`src/inc/pin_select_pkg.sv`:
```
package pin_select_pkg;
   // Register map
   localparam logic [31:0] SEL_REG_ADDR      = 32'he002_c014;
   localparam int          ADDR_W            = 32;
   // Field positions
   localparam int          DEBUG_BIT         = 2;
   localparam int          TRACE_BIT         = 3;
   localparam int          BUS_LO            = 4;
   localparam int          ANALOG_IN6_BIT          = 6;
   localparam int          ANALOG_IN7_BIT          = 7;
   localparam int          WR_STB_BIT        = 8;
   localparam int          CS1_BIT           = 11;
   localparam int          CLKOUT_BIT        = 13;
   localparam int          CS2_LO            = 14;
   localparam int          CS3_LO            = 16;
   localparam int          ANALOG_IN4_BIT          = 21;
   localparam int          ANALOG_IN5_BIT          = 22;
   localparam int          ADDR0_BIT         = 23;
   localparam int          ADDR1_BIT         = 24;
   localparam int          ALINES_LO         = 25;
   // Writable bits; reserved bits read as zero
   localparam logic [31:0] SEL_WMASK         = 32'h0fe3_e9fc;
   // Field codes
   localparam logic [1:0]  BUS_8BIT          = 2'h0;
   localparam logic [1:0]  BUS_16BIT         = 2'h1;
   localparam logic [1:0]  BUS_32BIT         = 2'h2;
   localparam logic [1:0]  BUS_NONE          = 2'h3;
   localparam logic [1:0]  CS_ENABLE         = 2'h1;
   localparam logic [1:0]  BOOT_ALL_ONES     = 2'h3;
   localparam logic [1:0]  BOOT_ALL_ZERO     = 2'h0;
   localparam logic [2:0]  ALINES_NONE       = 3'h0;
   localparam logic [2:0]  ALINES_ALL        = 3'h7;
   // Bank decode (address bits 31:24)
   localparam logic [7:0]  BANK1_TOP         = 8'h81;
   localparam logic [7:0]  BANK2_TOP         = 8'h82;
   localparam logic [7:0]  BANK3_TOP         = 8'h83;
   localparam int          BANK_LO           = 24;
   // Fixed reset values
   localparam logic        AIN_RST           = 1'b1;
   // Start state
   localparam logic [31:0] RESET_PC          = 32'h0000_0000;
   // Pin ranges
   localparam int          DEBUG_PINS_LO     = 26;
   localparam int          TRACE_PINS_LO     = 16;
   localparam int          TRACE_PINS_HI     = 25;
   typedef enum logic [1:0] {
      ST_RESET = 2'b00,
      ST_RUN   = 2'b01
   } boot_state_e;
endpackage

```
`src/core/sel_decode.sv`:
```
`timescale 1ns/10ps
// ----------------------------------------
// Address line span decode
// ----------------------------------------
module sel_decode
   import pin_select_pkg::*;
(
   input  wire logic [2:0]  alines_i,
   output logic      [23:0] addr_en_o
);
   function automatic logic [23:0] span(input logic [2:0] code);
      logic [23:0] m;
      m = 24'h00_0000;
      case (code)
         3'h1:    m = 24'h00_000c;
         3'h2:    m = 24'h00_003c;
         3'h3:    m = 24'h00_00fc;
         3'h4:    m = 24'h00_0ffc;
         3'h5:    m = 24'h00_fffc;
         3'h6:    m = 24'h0f_fffc;
         3'h7:    m = 24'hff_fffc;
         default: m = 24'h00_0000;
      endcase
      return m;
   endfunction
   always_comb begin
      addr_en_o = span(alines_i);
   end
endmodule

```
`src/core/bank_select.sv`:
```
`timescale 1ns/10ps
// ----------------------------------------
// Bank chip select decode
// ----------------------------------------
module bank_select
   import pin_select_pkg::*;
(
   input  wire logic [31:0] mem_addr_i,
   input  wire logic        mem_access_i,
   output logic      [3:1]  bank_cs_n_o
);
   always_comb begin
      bank_cs_n_o    = 3'h7;
      bank_cs_n_o[1] = !(mem_access_i && mem_addr_i[31:BANK_LO] == BANK1_TOP);
      bank_cs_n_o[2] = !(mem_access_i && mem_addr_i[31:BANK_LO] == BANK2_TOP);
      bank_cs_n_o[3] = !(mem_access_i && mem_addr_i[31:BANK_LO] == BANK3_TOP);
   end
endmodule

```
`src/core/memory_bus_pin_function_select.sv`:
```
// The strobed register port is this design's own decision.
`timescale 1ns/10ps
module memory_bus_pin_function_select
   import pin_select_pkg::*;
(
   input  wire logic              core_clk_i,
   input  wire logic              resetn_i,
   // Register port
   input  wire logic [ADDR_W-1:0] reg_addr_i,
   input  wire logic [31:0]       reg_wdata_i,
   input  wire logic              reg_write_i,
   input  wire logic              reg_read_i,
   output logic      [31:0]       reg_rdata_o,
   // Straps sampled on the first clock edge after reset release
   input  wire logic              returned_test_clock_i,
   input  wire logic              trace_sync_a_i,
   input  wire logic [1:0]        boot_config_pins_i,
   // GPIO direction from the GPIO block
   input  wire logic [31:0]       gpio_direction_p1_i,
   input  wire logic [31:0]       gpio_direction_p2_i,
   input  wire logic [31:0]       gpio_direction_p3_i,
   // Memory controller
   input  wire logic [31:0]       mem_addr_i,
   input  wire logic              mem_access_i,
   input  wire logic              mem_data_oe_i,
   input  wire logic              mem_wr_n_i,
   input  wire logic              mem_rd_n_i,
   input  wire logic              mem_cs0_n_i,
   input  wire logic [3:0]        mem_lane_n_i,
   // Resulting pin ownership and enables
   output logic      [31:0]       p1_is_gpio_o,
   output logic      [31:0]       p2_is_gpio_o,
   output logic      [31:0]       p3_is_gpio_o,
   output logic      [31:0]       p1_oe_o,
   output logic      [31:0]       p2_oe_o,
   output logic      [31:0]       p3_oe_o,
   output logic                   debug_port_en_o,
   output logic                   trace_port_en_o,
   output logic      [7:4]        analog_en_o,
   output logic                   clock_output_pin_en_o,
   output logic      [3:0]        chip_select_n_o,
   output logic                   write_strobe_n_o,
   output logic                   output_strobe_n_o,
   output logic      [3:0]        byte_lane_n_o,
   output logic      [31:0]       boot_pc_o
);
   // ----------------------------------------
   // Select register
   // ----------------------------------------
   logic [31:0]   sel_reg,   sel_next;
   logic [31:0]   rdata_reg, rdata_next;
   boot_state_e   st_reg,    st_next;
   logic [31:0]   strap_val;
   logic [31:0]   pc_reg,    pc_next;

   always_comb begin
      strap_val                      = 32'h0000_0000;
      strap_val[DEBUG_BIT]           = !returned_test_clock_i;
      strap_val[TRACE_BIT]           = trace_sync_a_i;
      strap_val[BUS_LO +: 2]         = boot_config_pins_i;
      strap_val[WR_STB_BIT]          = 1'b0;
      strap_val[CS1_BIT]             = 1'b0;
      strap_val[ANALOG_IN6_BIT]            = AIN_RST;
      strap_val[ANALOG_IN7_BIT]            = AIN_RST;
      strap_val[ANALOG_IN4_BIT]            = AIN_RST;
      strap_val[ANALOG_IN5_BIT]            = AIN_RST;
      strap_val[ADDR0_BIT]           = (boot_config_pins_i == BOOT_ALL_ZERO);
      strap_val[ADDR1_BIT]           = boot_config_pins_i[1];
      strap_val[ALINES_LO +: 3]      = (boot_config_pins_i == BOOT_ALL_ONES) ?
                                       ALINES_NONE : ALINES_ALL;
   end

   always_comb begin
      sel_next   = sel_reg;
      st_next    = st_reg;
      pc_next    = pc_reg;
      rdata_next = 32'h0000_0000;
      case (st_reg)
         ST_RESET: begin
            // Straps captured on the first clocked edge after release
            sel_next = strap_val & SEL_WMASK;
            st_next  = ST_RUN;
         end
         ST_RUN: begin
            if (reg_write_i && reg_addr_i == SEL_REG_ADDR) begin
               sel_next = reg_wdata_i & SEL_WMASK;
            end
         end
         default: st_next = ST_RESET;
      endcase
      if (reg_read_i && reg_addr_i == SEL_REG_ADDR) begin
         rdata_next = sel_reg & SEL_WMASK;
      end
   end

   always_ff @(posedge core_clk_i) begin
      if (!resetn_i) begin
         sel_reg   <= 32'h0000_0000;
         st_reg    <= ST_RESET;
         rdata_reg <= 32'h0000_0000;
         pc_reg    <= RESET_PC;
      end else begin
         sel_reg   <= sel_next;
         st_reg    <= st_next;
         rdata_reg <= rdata_next;
         pc_reg    <= pc_next;
      end
   end

   assign reg_rdata_o = rdata_reg;
   assign boot_pc_o   = pc_reg;

   // ----------------------------------------
   // Decoders
   // ----------------------------------------
   logic [23:0] addr_en;
   logic [3:1]  bank_cs_n;
   logic [1:0]  bus_mode;
   logic        bus8, bus16, bus32;

   sel_decode u_sel_decode (
      .alines_i  (sel_reg[ALINES_LO +: 3]),
      .addr_en_o (addr_en)
   );

   bank_select u_bank_select (
      .mem_addr_i   (mem_addr_i),
      .mem_access_i (mem_access_i),
      .bank_cs_n_o  (bank_cs_n)
   );

   assign bus_mode = sel_reg[BUS_LO +: 2];
   assign bus8     = (bus_mode != BUS_NONE);
   assign bus16    = (bus_mode == BUS_16BIT) || (bus_mode == BUS_32BIT);
   assign bus32    = (bus_mode == BUS_32BIT);

   // ----------------------------------------
   // Pin ownership
   // ----------------------------------------
   logic [31:0] p1_per, p2_per, p3_per;
   logic        in_run;

   assign in_run = (st_reg == ST_RUN);

   always_comb begin
      p1_per = 32'h0000_0000;
      p2_per = 32'h0000_0000;
      p3_per = 32'h0000_0000;
      if (in_run) begin
         p1_per[31:DEBUG_PINS_LO]         = {6{sel_reg[DEBUG_BIT]}};
         p1_per[TRACE_PINS_HI:TRACE_PINS_LO] = {10{sel_reg[TRACE_BIT]}};
         p2_per[7:0]   = {8{bus8}};
         p1_per[0]     = bus8;
         p1_per[1]     = bus8;
         p3_per[31]    = bus8;
         p2_per[15:8]  = {8{bus16}};
         p3_per[30]    = bus16;
         p2_per[31:16] = {16{bus32}};
         p3_per[29]    = bus32 || sel_reg[ANALOG_IN6_BIT];
         p3_per[28]    = bus32 || sel_reg[ANALOG_IN7_BIT];
         p2_per[30]    = bus32 || sel_reg[ANALOG_IN4_BIT];
         p2_per[31]    = bus32 || sel_reg[ANALOG_IN5_BIT];
         p3_per[27]    = sel_reg[WR_STB_BIT];
         p3_per[26]    = sel_reg[CS1_BIT];
         p3_per[25]    = (sel_reg[CS2_LO +: 2] == CS_ENABLE);
         p3_per[24]    = (sel_reg[CS3_LO +: 2] == CS_ENABLE);
         p3_per[23:0]  = addr_en;
         p3_per[23]    = addr_en[23] || sel_reg[CLKOUT_BIT];
         p3_per[0]     = sel_reg[ADDR0_BIT];
         p3_per[1]     = sel_reg[ADDR1_BIT];
      end
   end

   assign p1_is_gpio_o = ~p1_per;
   assign p2_is_gpio_o = ~p2_per;
   assign p3_is_gpio_o = ~p3_per;

   // Direction: GPIO bits only on GPIO pins, inputs after reset
   assign p1_oe_o = in_run ? ((gpio_direction_p1_i & ~p1_per) | (p1_per & 32'h0000_0003))
                           : 32'h0000_0000;
   assign p2_oe_o = in_run ? ((gpio_direction_p2_i & ~p2_per)
                              | (p2_per & ~{analog_en_o[5], analog_en_o[4], 30'h0000_0000}
                                 & {32{mem_data_oe_i}})) : 32'h0000_0000;
   assign p3_oe_o = in_run ? ((gpio_direction_p3_i & ~p3_per)
                              | (p3_per & ~{2'b00, sel_reg[ANALOG_IN6_BIT] & ~bus32,
                                 sel_reg[ANALOG_IN7_BIT] & ~bus32, 28'h000_0000}))
                           : 32'h0000_0000;

   // ----------------------------------------
   // Peripheral signals onto pins
   // ----------------------------------------
   assign debug_port_en_o       = in_run && sel_reg[DEBUG_BIT];
   assign trace_port_en_o       = in_run && sel_reg[TRACE_BIT];
   assign analog_en_o[4]        = in_run && !bus32 && sel_reg[ANALOG_IN4_BIT];
   assign analog_en_o[5]        = in_run && !bus32 && sel_reg[ANALOG_IN5_BIT];
   assign analog_en_o[6]        = in_run && !bus32 && sel_reg[ANALOG_IN6_BIT];
   assign analog_en_o[7]        = in_run && !bus32 && sel_reg[ANALOG_IN7_BIT];
   assign clock_output_pin_en_o = in_run && sel_reg[CLKOUT_BIT]
                                  && (sel_reg[ALINES_LO +: 3] != ALINES_ALL);

   // Inactive strobes stay high when the function is off
   assign chip_select_n_o[0] = !(p1_per[0]) || mem_cs0_n_i;
   assign chip_select_n_o[1] = !(p3_per[26]) || bank_cs_n[1];
   assign chip_select_n_o[2] = !(p3_per[25]) || bank_cs_n[2];
   assign chip_select_n_o[3] = !(p3_per[24]) || bank_cs_n[3];
   assign write_strobe_n_o   = !(p3_per[27]) || mem_wr_n_i;
   assign output_strobe_n_o  = !(p1_per[1]) || mem_rd_n_i;
   assign byte_lane_n_o[0]   = !(p3_per[31]) || mem_lane_n_i[0];
   assign byte_lane_n_o[1]   = !(p3_per[30]) || mem_lane_n_i[1];
   assign byte_lane_n_o[2]   = !(bus32) || !in_run || mem_lane_n_i[2];
   assign byte_lane_n_o[3]   = !(bus32) || !in_run || mem_lane_n_i[3];

   // ----------------------------------------
   // Checks
   // ----------------------------------------
   AST_RESERVED_ZERO: assert property (@(posedge core_clk_i) disable iff (!resetn_i)
      (reg_rdata_o & ~SEL_WMASK) == 32'h0000_0000)
      else $error("reserved bits read nonzero");
   AST_READ_LATENCY: assert property (@(posedge core_clk_i) disable iff (!resetn_i)
      reg_read_i && reg_addr_i == SEL_REG_ADDR |=> reg_rdata_o == ($past(sel_reg) & SEL_WMASK))
      else $error("read data wrong");
   AST_BOOT_ALINES: assert property (@(posedge core_clk_i)
      $rose(resetn_i) |=> sel_reg[ALINES_LO +: 3] ==
         (($past(boot_config_pins_i) == BOOT_ALL_ONES) ? ALINES_NONE : ALINES_ALL))
      else $error("address field strap wrong");
   AST_BOOT_A1: assert property (@(posedge core_clk_i)
      $rose(resetn_i) |=> sel_reg[ADDR1_BIT] == $past(boot_config_pins_i[1]))
      else $error("address 1 strap wrong");
   AST_DEBUG_STRAP: assert property (@(posedge core_clk_i)
      $rose(resetn_i) |=> sel_reg[DEBUG_BIT] == !$past(returned_test_clock_i))
      else $error("debug strap wrong");
   AST_CS1_BANK: assert property (@(posedge core_clk_i) disable iff (!resetn_i)
      !chip_select_n_o[1] |-> mem_addr_i[31:BANK_LO] == BANK1_TOP)
      else $error("cs1 outside bank");
   AST_GPIO_INPUT: assert property (@(posedge core_clk_i)
      !resetn_i |=> p1_oe_o == 32'h0000_0000 && p3_oe_o == 32'h0000_0000)
      else $error("gpio driving after reset");
   AST_WIDE_BUS: assert property (@(posedge core_clk_i) disable iff (!resetn_i)
      in_run && bus_mode == BUS_32BIT |-> !p2_is_gpio_o[31] && analog_en_o == 4'h0)
      else $error("wide bus ownership wrong");
   AST_NARROW_BUS: assert property (@(posedge core_clk_i) disable iff (!resetn_i)
      in_run && bus_mode == BUS_8BIT |-> p2_is_gpio_o[15:8] == 8'hff && byte_lane_n_o[1])
      else $error("narrow bus ownership wrong");
   AST_NO_BUS: assert property (@(posedge core_clk_i) disable iff (!resetn_i)
      bus_mode == BUS_NONE |-> p2_is_gpio_o[7:0] == 8'hff && chip_select_n_o[0]
         && output_strobe_n_o && byte_lane_n_o[0])
      else $error("data pins taken with bus off");
   AST_BYTE_BUS: assert property (@(posedge core_clk_i) disable iff (!resetn_i)
      in_run && bus_mode != BUS_NONE |-> p2_is_gpio_o[7:0] == 8'h00
         && !p1_is_gpio_o[0] && !p1_is_gpio_o[1] && !p3_is_gpio_o[31])
      else $error("low data pins not given to bus");
   AST_HALF_BUS: assert property (@(posedge core_clk_i) disable iff (!resetn_i)
      in_run && bus_mode == BUS_16BIT |-> p2_is_gpio_o[15:8] == 8'h00
         && !p3_is_gpio_o[30] && p2_is_gpio_o[29:16] == 14'h3fff)
      else $error("half bus ownership wrong");
   AST_ANALOG_UNDRIVEN: assert property (@(posedge core_clk_i) disable iff (!resetn_i)
      !(analog_en_o[4] && p2_oe_o[30]) && !(analog_en_o[5] && p2_oe_o[31])
         && !(analog_en_o[6] && p3_oe_o[29]) && !(analog_en_o[7] && p3_oe_o[28]))
      else $error("analog pin driven");
   AST_WE_OFF: assert property (@(posedge core_clk_i) disable iff (!resetn_i)
      !sel_reg[WR_STB_BIT] |-> write_strobe_n_o && p3_is_gpio_o[27])
      else $error("write strobe active while off");
   AST_CS1_OFF: assert property (@(posedge core_clk_i) disable iff (!resetn_i)
      !sel_reg[CS1_BIT] |-> chip_select_n_o[1] && p3_is_gpio_o[26])
      else $error("cs1 active while off");
   AST_CS2_OFF: assert property (@(posedge core_clk_i) disable iff (!resetn_i)
      sel_reg[CS2_LO +: 2] != CS_ENABLE |-> chip_select_n_o[2] && p3_is_gpio_o[25])
      else $error("cs2 active while off");
   AST_CS3_OFF: assert property (@(posedge core_clk_i) disable iff (!resetn_i)
      sel_reg[CS3_LO +: 2] != CS_ENABLE |-> chip_select_n_o[3] && p3_is_gpio_o[24])
      else $error("cs3 active while off");
   AST_CLKOUT_FULL: assert property (@(posedge core_clk_i) disable iff (!resetn_i)
      sel_reg[ALINES_LO +: 3] == ALINES_ALL |-> !clock_output_pin_en_o && !p3_is_gpio_o[23])
      else $error("clock output with full address");
   AST_ADDR_NONE: assert property (@(posedge core_clk_i) disable iff (!resetn_i)
      in_run && sel_reg[ALINES_LO +: 3] == ALINES_NONE |-> p3_is_gpio_o[22:2] == 21'h1f_ffff)
      else $error("address lines on with none selected");
   AST_ADDR_ALL: assert property (@(posedge core_clk_i) disable iff (!resetn_i)
      in_run && sel_reg[ALINES_LO +: 3] == ALINES_ALL |-> p3_is_gpio_o[22:2] == 21'h00_0000)
      else $error("address lines off with all selected");
   AST_BOOT_A0: assert property (@(posedge core_clk_i)
      $rose(resetn_i) |=> sel_reg[ADDR0_BIT] == ($past(boot_config_pins_i) == BOOT_ALL_ZERO))
      else $error("address 0 strap wrong");
   AST_TRACE_STRAP: assert property (@(posedge core_clk_i)
      $rose(resetn_i) |=> sel_reg[TRACE_BIT] == $past(trace_sync_a_i))
      else $error("trace strap wrong");
   AST_GPIO_DIR: assert property (@(posedge core_clk_i) disable iff (!resetn_i)
      in_run |-> (p1_oe_o & p1_is_gpio_o) == (gpio_direction_p1_i & p1_is_gpio_o)
         && (p3_oe_o & p3_is_gpio_o) == (gpio_direction_p3_i & p3_is_gpio_o))
      else $error("gpio direction ignored");
   AST_WIDE_LANES_OFF: assert property (@(posedge core_clk_i) disable iff (!resetn_i)
      !bus32 |-> byte_lane_n_o[3:2] == 2'h3)
      else $error("upper lanes active on narrow bus");
endmodule

```
`config.mk`:
```
export PLATFORM = sky130hd
export DESIGN_NAME = memory_bus_pin_function_select
export DESIGN_NICKNAME = d
export VERILOG_FILES = /design/src/inc/pin_select_pkg.sv /design/src/core/sel_decode.sv /design/src/core/bank_select.sv /design/src/core/memory_bus_pin_function_select.sv
export SDC_FILE = /design/constraint.sdc
export NUM_CORES = 1
export LEC_CHECK = 0
export BUFFER_PORTS_ARGS = -buffer_cell sky130_fd_sc_hd__buf_2
export CAP_MARGIN = 15
export CORE_AREA = 2 2 187 189
export DETAILED_ROUTE_END_ITERATION = 12
export DIE_AREA = 0 0 189 191
export SETUP_SLACK_MARGIN = 0.15
export SYNTH_ARGS = -nofsm -noshare
export SYNTH_HDL_FRONTEND = slang
export SYNTH_SLANG_ARGS = --single-unit
```
`constraint.sdc`:
```
create_clock -name core_clk_i -period 2.85 [get_ports core_clk_i]
set_input_delay 0.57 -clock core_clk_i [delete_from_list [all_inputs] [get_ports core_clk_i]]
set_output_delay 0.57 -clock core_clk_i [all_outputs]
set_load 0.05 [all_outputs]
```
# [Word level (Yosys, flattened, before mapping)]
# Cells that the tools add are included.
[word_totals] in_bits=209 out_inout_bits=273 regBits=62 wordCells=103
[op_classes] eq_ne=20 bitwise_logic=17 reduce_logical=50 n_mux=12
[ops] op="AND 32 bit" count=6
[ops] op="one-hot mux 24 bit (7 select lines)" count=1
[ops] op="2-to-1 mux 32 bit" count=5
[ops] op="NOT 32 bit" count=4
[ops] op="bitwise OR 32 bit" count=2
[ops] op="one-hot mux 28 bit (2 select lines)" count=1
[ops] op="equality test 32 bit, second input constant" count=1
[ops] op="NOT 30 -> 32 bit" count=1
[ops] op="bitwise OR 32 x 2 -> 32 bit" count=1
[ops] op="2-to-1 mux 28 bit" count=1
[ops] op="equality test 8 bit, second input constant" count=3
[ops] op="logical OR 1 bit" count=17
[ops] op="2-to-1 mux 16 bit" count=1
[ops] op="logical AND 1 bit" count=14
[ops] op="logical NOT 1 bit" count=14
[ops] op="equality test 3 bit, second input constant" count=4
[ops] op="equality test 2 x 1 -> 1 bit, second input constant" count=4
[ops] op="equality test 3 x 2 -> 1 bit, second input constant" count=2
[ops] op="equality test 2 bit, second input constant" count=2
[ops] op="logical NOT 2 bit" count=2
[ops] op="one-hot mux 2 bit (2 select lines)" count=1
[ops] op="AND reduction 2 bit" count=2
[ops] op="equality test 3 x 1 -> 1 bit, second input constant" count=1
[ops] op="2-to-1 mux 3 bit" count=1
[ops] op="other kinds (7)" count=8

# [Logic depth before layout (Yosys ltp)]
[depth] ltp_word=9 depth_mapped=7 mapped_depth_nobuf=4

# [Cells and area by module]
# Synthesis repeated with hierarchy kept, for this count alone.
[unflattened] hier_cells=536 area_unflattened_um2=3786.1
[by_module_without_submodules] module="memory_bus_pin_function_select" cells_each=505 area_per_inst_um2=3544.6 n_inst=1 seq_area_each_um2=820.8
[by_module_without_submodules] module="sel_decode" cells_each=25 area_per_inst_um2=178.9 n_inst=1 seq_area_each_um2=0.0
[by_module_without_submodules] module="bank_select" cells_each=6 area_per_inst_um2=62.6 n_inst=1 seq_area_each_um2=0.0

# [Worst setup path before layout]
# No wires, ideal clock.
[synth_timing] path_kind="register -> output" start="register sel_reg[26]" end="output port p3_oe_o[23]" t_arrival_ps=2200 slack_ps=80 n_path_buf=1 path_stages_with_launch=4 required_time_ps=2280 path_cell_list="dfxtp_1 > clkbuf_1 > nand4_1 > a21oi_1"
[synth_via] elab_chain_len=8 elab_cells_between_ends=15 cone_classes="eq/ne (7); mux (3); bitwise (4); reduce/logical (1)"
[synth_lines] element="from (decl)" line_no="memory_bus_pin_function_select.sv:50" text="logic [31:0] sel_reg, sel_next;"
[synth_lines] element="from (signal assigned)" line_no="memory_bus_pin_function_select.sv:103" text="sel_reg <= sel_next;"
[synth_lines] element="equality test 3 bit, or another cell as far along" line_no="sel_decode.sv:14" text="case (code)"
[synth_lines] element="one-hot mux 24 bit (7 select lines) *" line_no="sel_decode.sv:14"
[synth_lines] element="logical OR 1 bit *" line_no="memory_bus_pin_function_select.sv:168" text="p3_per[23] = addr_en[23] || sel_reg[CLKOUT_BIT];"
[synth_lines] element="2-to-1 mux 32 bit *" line_no="memory_bus_pin_function_select.sv:149" text="if (in_run) begin"
[synth_lines] element="NOT 32 bit" line_no="memory_bus_pin_function_select.sv:184" text="assign p3_oe_o = in_run ? ((gpio_direction_p3_i & ~p3_per)"
[synth_lines] element="AND 32 bit" line_no="memory_bus_pin_function_select.sv:184"
[synth_lines] element="bitwise OR 32 bit *" line_no="memory_bus_pin_function_select.sv:185" text="| (p3_per & ~{2'b00, sel_reg[ANALOG_IN6_BIT] & ~bus32,"
[synth_lines] element="2-to-1 mux 32 bit *" line_no="memory_bus_pin_function_select.sv:184"
[synth_lines] element="to (decl)" line_no="memory_bus_pin_function_select.sv:36" text="output logic [31:0] p3_oe_o,"
# Mark *: on every way between the ends. The rest lies on a longest branch, timed or not.

# [Worst setup path in the final report]
[layout_timing] start="register st_reg[0]" end="output port p3_oe_o[23]"
[layout_via] elab_chain_len=6 elab_cells_between_ends=7 cone_classes="eq/ne (1); mux (2); bitwise (4)"
[layout_lines] element="from (decl)" line_no="memory_bus_pin_function_select.sv:52" text="boot_state_e st_reg, st_next;"
[layout_lines] element="from (signal assigned)" line_no="memory_bus_pin_function_select.sv:104" text="st_reg <= st_next;"
[layout_lines] element="equality test 2 x 1 -> 1 bit *" line_no="memory_bus_pin_function_select.sv:143" text="assign in_run = (st_reg == ST_RUN);"
[layout_lines] element="2-to-1 mux 32 bit" line_no="memory_bus_pin_function_select.sv:149"
[layout_lines] element="NOT 32 bit" line_no="memory_bus_pin_function_select.sv:184"
[layout_lines] element="AND 32 bit" line_no="memory_bus_pin_function_select.sv:184"
[layout_lines] element="bitwise OR 32 bit" line_no="memory_bus_pin_function_select.sv:185"
[layout_lines] element="2-to-1 mux 32 bit *" line_no="memory_bus_pin_function_select.sv:184"
# Marks and branches as above.

==> qor.txt <==
status = completed
share of layout cells above drive strength 1 = 52.5%
Clk pwr share = 25.2%
syn avg cell area = 7.17 um^2
WS Path Type = reg -> out
Static Leak = 3.04 nW
drt wl/cell = 14.2 um
DIE WIDTH = 189 um
commonest non-fill, non-tap cells in the layout = buf_2 (382), conb_1 (58), nand2_1 (55)
setup violators final = 0
Root Buffer = clkbuf_16
gr usage total = 9.14%
max-cap viol count = 0
final hold violation count = 0
final-report max-slew violation count = 0
# fillers = 3,929
Synth Warn # = 0
Netlist cell types = 40
CP Capture Type = output port
Total Power = 2.54 mW
Worst-path clk slew = 0.06 ns
commonest non-fill, non-tap cell in the layout = buf_2
Initial Util = 10.8%
GPL Wtd Cong = 0.761
pin count of the biggest net entering global routing = 69
maximum clock frequency = 396 MHz
Synth area leaders = buf_4 (24%), dfxtp_1 (22%), and2_1 (7.3%)
DR WL met2 = 9.86 mm
Die ar. = 36,100 um^2
WL met1 = 6.21 mm
1st-iter DRT viols = 173
portion of total power attributed to sequential cells = 24.0%
CTS tree = built
# hold bufs at CTS = 0
share of the core filled with cells = 16.7%
drt first pass iters = 7
sw frac = 49.7%
startpoint types = flip-flop
Die Y = 191 um
H-tree levels = 2
Post-route DRC = 0
Final HPWL DP = 15.2 mm
vias in the first global route = 3,963
clk_lat worst skew = 0.29 ns
max_slew headroom = 56.2%
total internal power = 1.28 mW
via count = 4,535
HP Class = reg -> reg
logic gate share of total power = 50.8%
vias per cell = 3.54
PortBufs = 387
Yosys top cell by area = buf_4
worst slew pin tran = 0.650 ns
setup TNS = 0 ns
number of clock sinks = 41
worst endpoint required time = 2.28 ns
Routed Antenna Nets = 0
worst path arrival time = 1.95 ns
CP max FO = 68
Yosys top cell area share = 24.1%
fin crit share = 88.5%
synthesis-to-finish area growth = 55.4%
clock skew = 0.00672 ns
row count = 68
synthesized cell area = 3680 um^2
NetSw = 1.26 mW
remaining global-route overflow = 0
number of post-CTS setup repair buffers = 0
Worst path slowest cell = dfxtp_4
Core Region = 34,100 um^2
post-synthesis sequential area ratio = 22.3%
pwr dens = 444 nW/um^2
crit-path cells = buf_12 -> nand4_1 -> a21oi_2 -> buf_2
fin nets = 1,033
post-layout min period = 2.52 ns
Clock Tree Buf Depth = 2
I/O Pins = 482
number of synthesized register bits = 41
CTS buffer count = 5
initial antenna violation count = 5
RSZ-0062 raised after global routing = false
VDD IR max = 197 uV
Mapped Cells = 513
Post-Route Hold Slack = 0.491 ns
first-pass GRT wire length = 24.1 mm
routed wire length = 18.2 mm
top sig layer = met5
max incr delay on CP = 0.46 ns
met3 routed WL = 1.36 mm
## critical path: cells and delay by family (launching register included)
family / cells / cell delay [ns]
compound gates: 1 / 0.21
buf+inv: 2 / 0.58
flops: 1 / 0.46
simple gates: 1 / 0.38
## Yosys cell counts
| cell | count |
|---|---|
| dfxtp_1 | 41 |
| and4bb_2 | 2 |
| inv_1 | 19 |
| buf_4 | 118 |
| ha_1 | 2 |
| nand3b_1 | 1 |
| nor4_2 | 2 |
| a21o_1 | 15 |
| o31ai_1 | 11 |
| and2_1 | 43 |
| nor2_1 | 37 |
| o211ai_1 | 1 |
| o41ai_2 | 1 |
| and4_1 | 2 |
| mux2i_1 | 7 |
| o41ai_1 | 1 |
| a31o_2 | 2 |
| a31oi_1 | 15 |
| a21oi_1 | 23 |
| buf_6 | 2 |
| buf_1 | 8 |
| nand3_1 | 17 |
| nand3_4 | 1 |
| clkbuf_1 | 20 |
| nor4b_2 | 4 |
| nand2b_1 | 3 |
| buf_2 | 6 |
| nand2_1 | 56 |
| o21ai_1 | 1 |
| nor3_1 | 6 |
| and3_1 | 2 |
| or3_1 | 5 |
| nand4bb_1 | 1 |
| nor3_2 | 1 |
| nor4b_1 | 1 |
| nor4_1 | 8 |
| nand4_1 | 13 |
| conb_1 | 2 |
| or2_2 | 4 |
| o21ai_0 | 9 |
## stage by stage
stage | instances | setup WS [ns] | cell area, um^2
2_1_floorplan | 569 | 0.162 | 3890
3_3_place_gp | 1270 | 0.383 | 5530
3_5_place_dp | 1270 | 0.351 | 5530
4_1_cts | 1278 | 0.186 | 5700
5_1_grt | 1279 | 0.168 | 5710
6_report | 1280 | 0.328 | 5710
## cell families (layout without fill, tap and decap cells)
| kind of cell | count (synthesis) | in the layout | share of synthesized area (%) |
|---|---|---|---|
| simple gates | 209 | 209 | 30.9 |
| buf+inv | 173 | 427 | 30.3 |
| compound gates | 79 | 79 | 13.7 |
| flops | 41 | 41 | 22.3 |
| mux | 7 | 7 | 1.91 |
| fa+ha+maj | 2 | 2 | 0.680 |
| other cells | 2 | 60 | 0.204 |
## path summary, 6_finish.rpt
path | from | depth (start not counted) | slack (ns) | endpoint
setup / recovery | st_reg[0] | 4 | 0.33 | p3_oe_o[23]
hold reg to reg | sel_reg[15] | 1 | 0.49 | reg_rdata_o[15]
hold / removal | sel_reg[15] | 1 | 0.49 | reg_rdata_o[15]
setup reg to reg | st_reg[0] | 5 | 0.96 | sel_reg[26]
## routing by layer
metal | up-vias | global-route usage, %
li1 | 2155 | -
met1 | 2030 | 8.80
met2 | 310 | 18.5
met3 | 36 | 1.27
met4 | 4 | 5.02
met5 | - | 0
## power groups by stage
stage	logic [mW]	clock network [mW]	registers, mW
floorplan	1.06	0	0.607
global placement	1.29	0	0.624
detailed placement	1.29	0	0.624
CTS	1.30	0.648	0.611
global route	1.35	0.676	0.613
finish	1.29	0.639	0.609
## area by class of cell
cell class              instances  area, um^2  share of cell area (%)
flip-flops and latches         41         825                    14.4
diodes                          2        5.00                  0.0876
inverters                      19        71.3                    1.25
well taps                     455         569                    9.96
repair buffers                400        2110                    36.9
multi-input cells             355        1970                    34.4
clock buffers                   8         168                    2.93
## what timing repair did
item                                    in CTS  in global routing
resized for setup                            4                  2
endpoints found under the setup margin      19                 19
endpoints found under the hold margin        0                  0
Power figures use the tool's default switching activity.
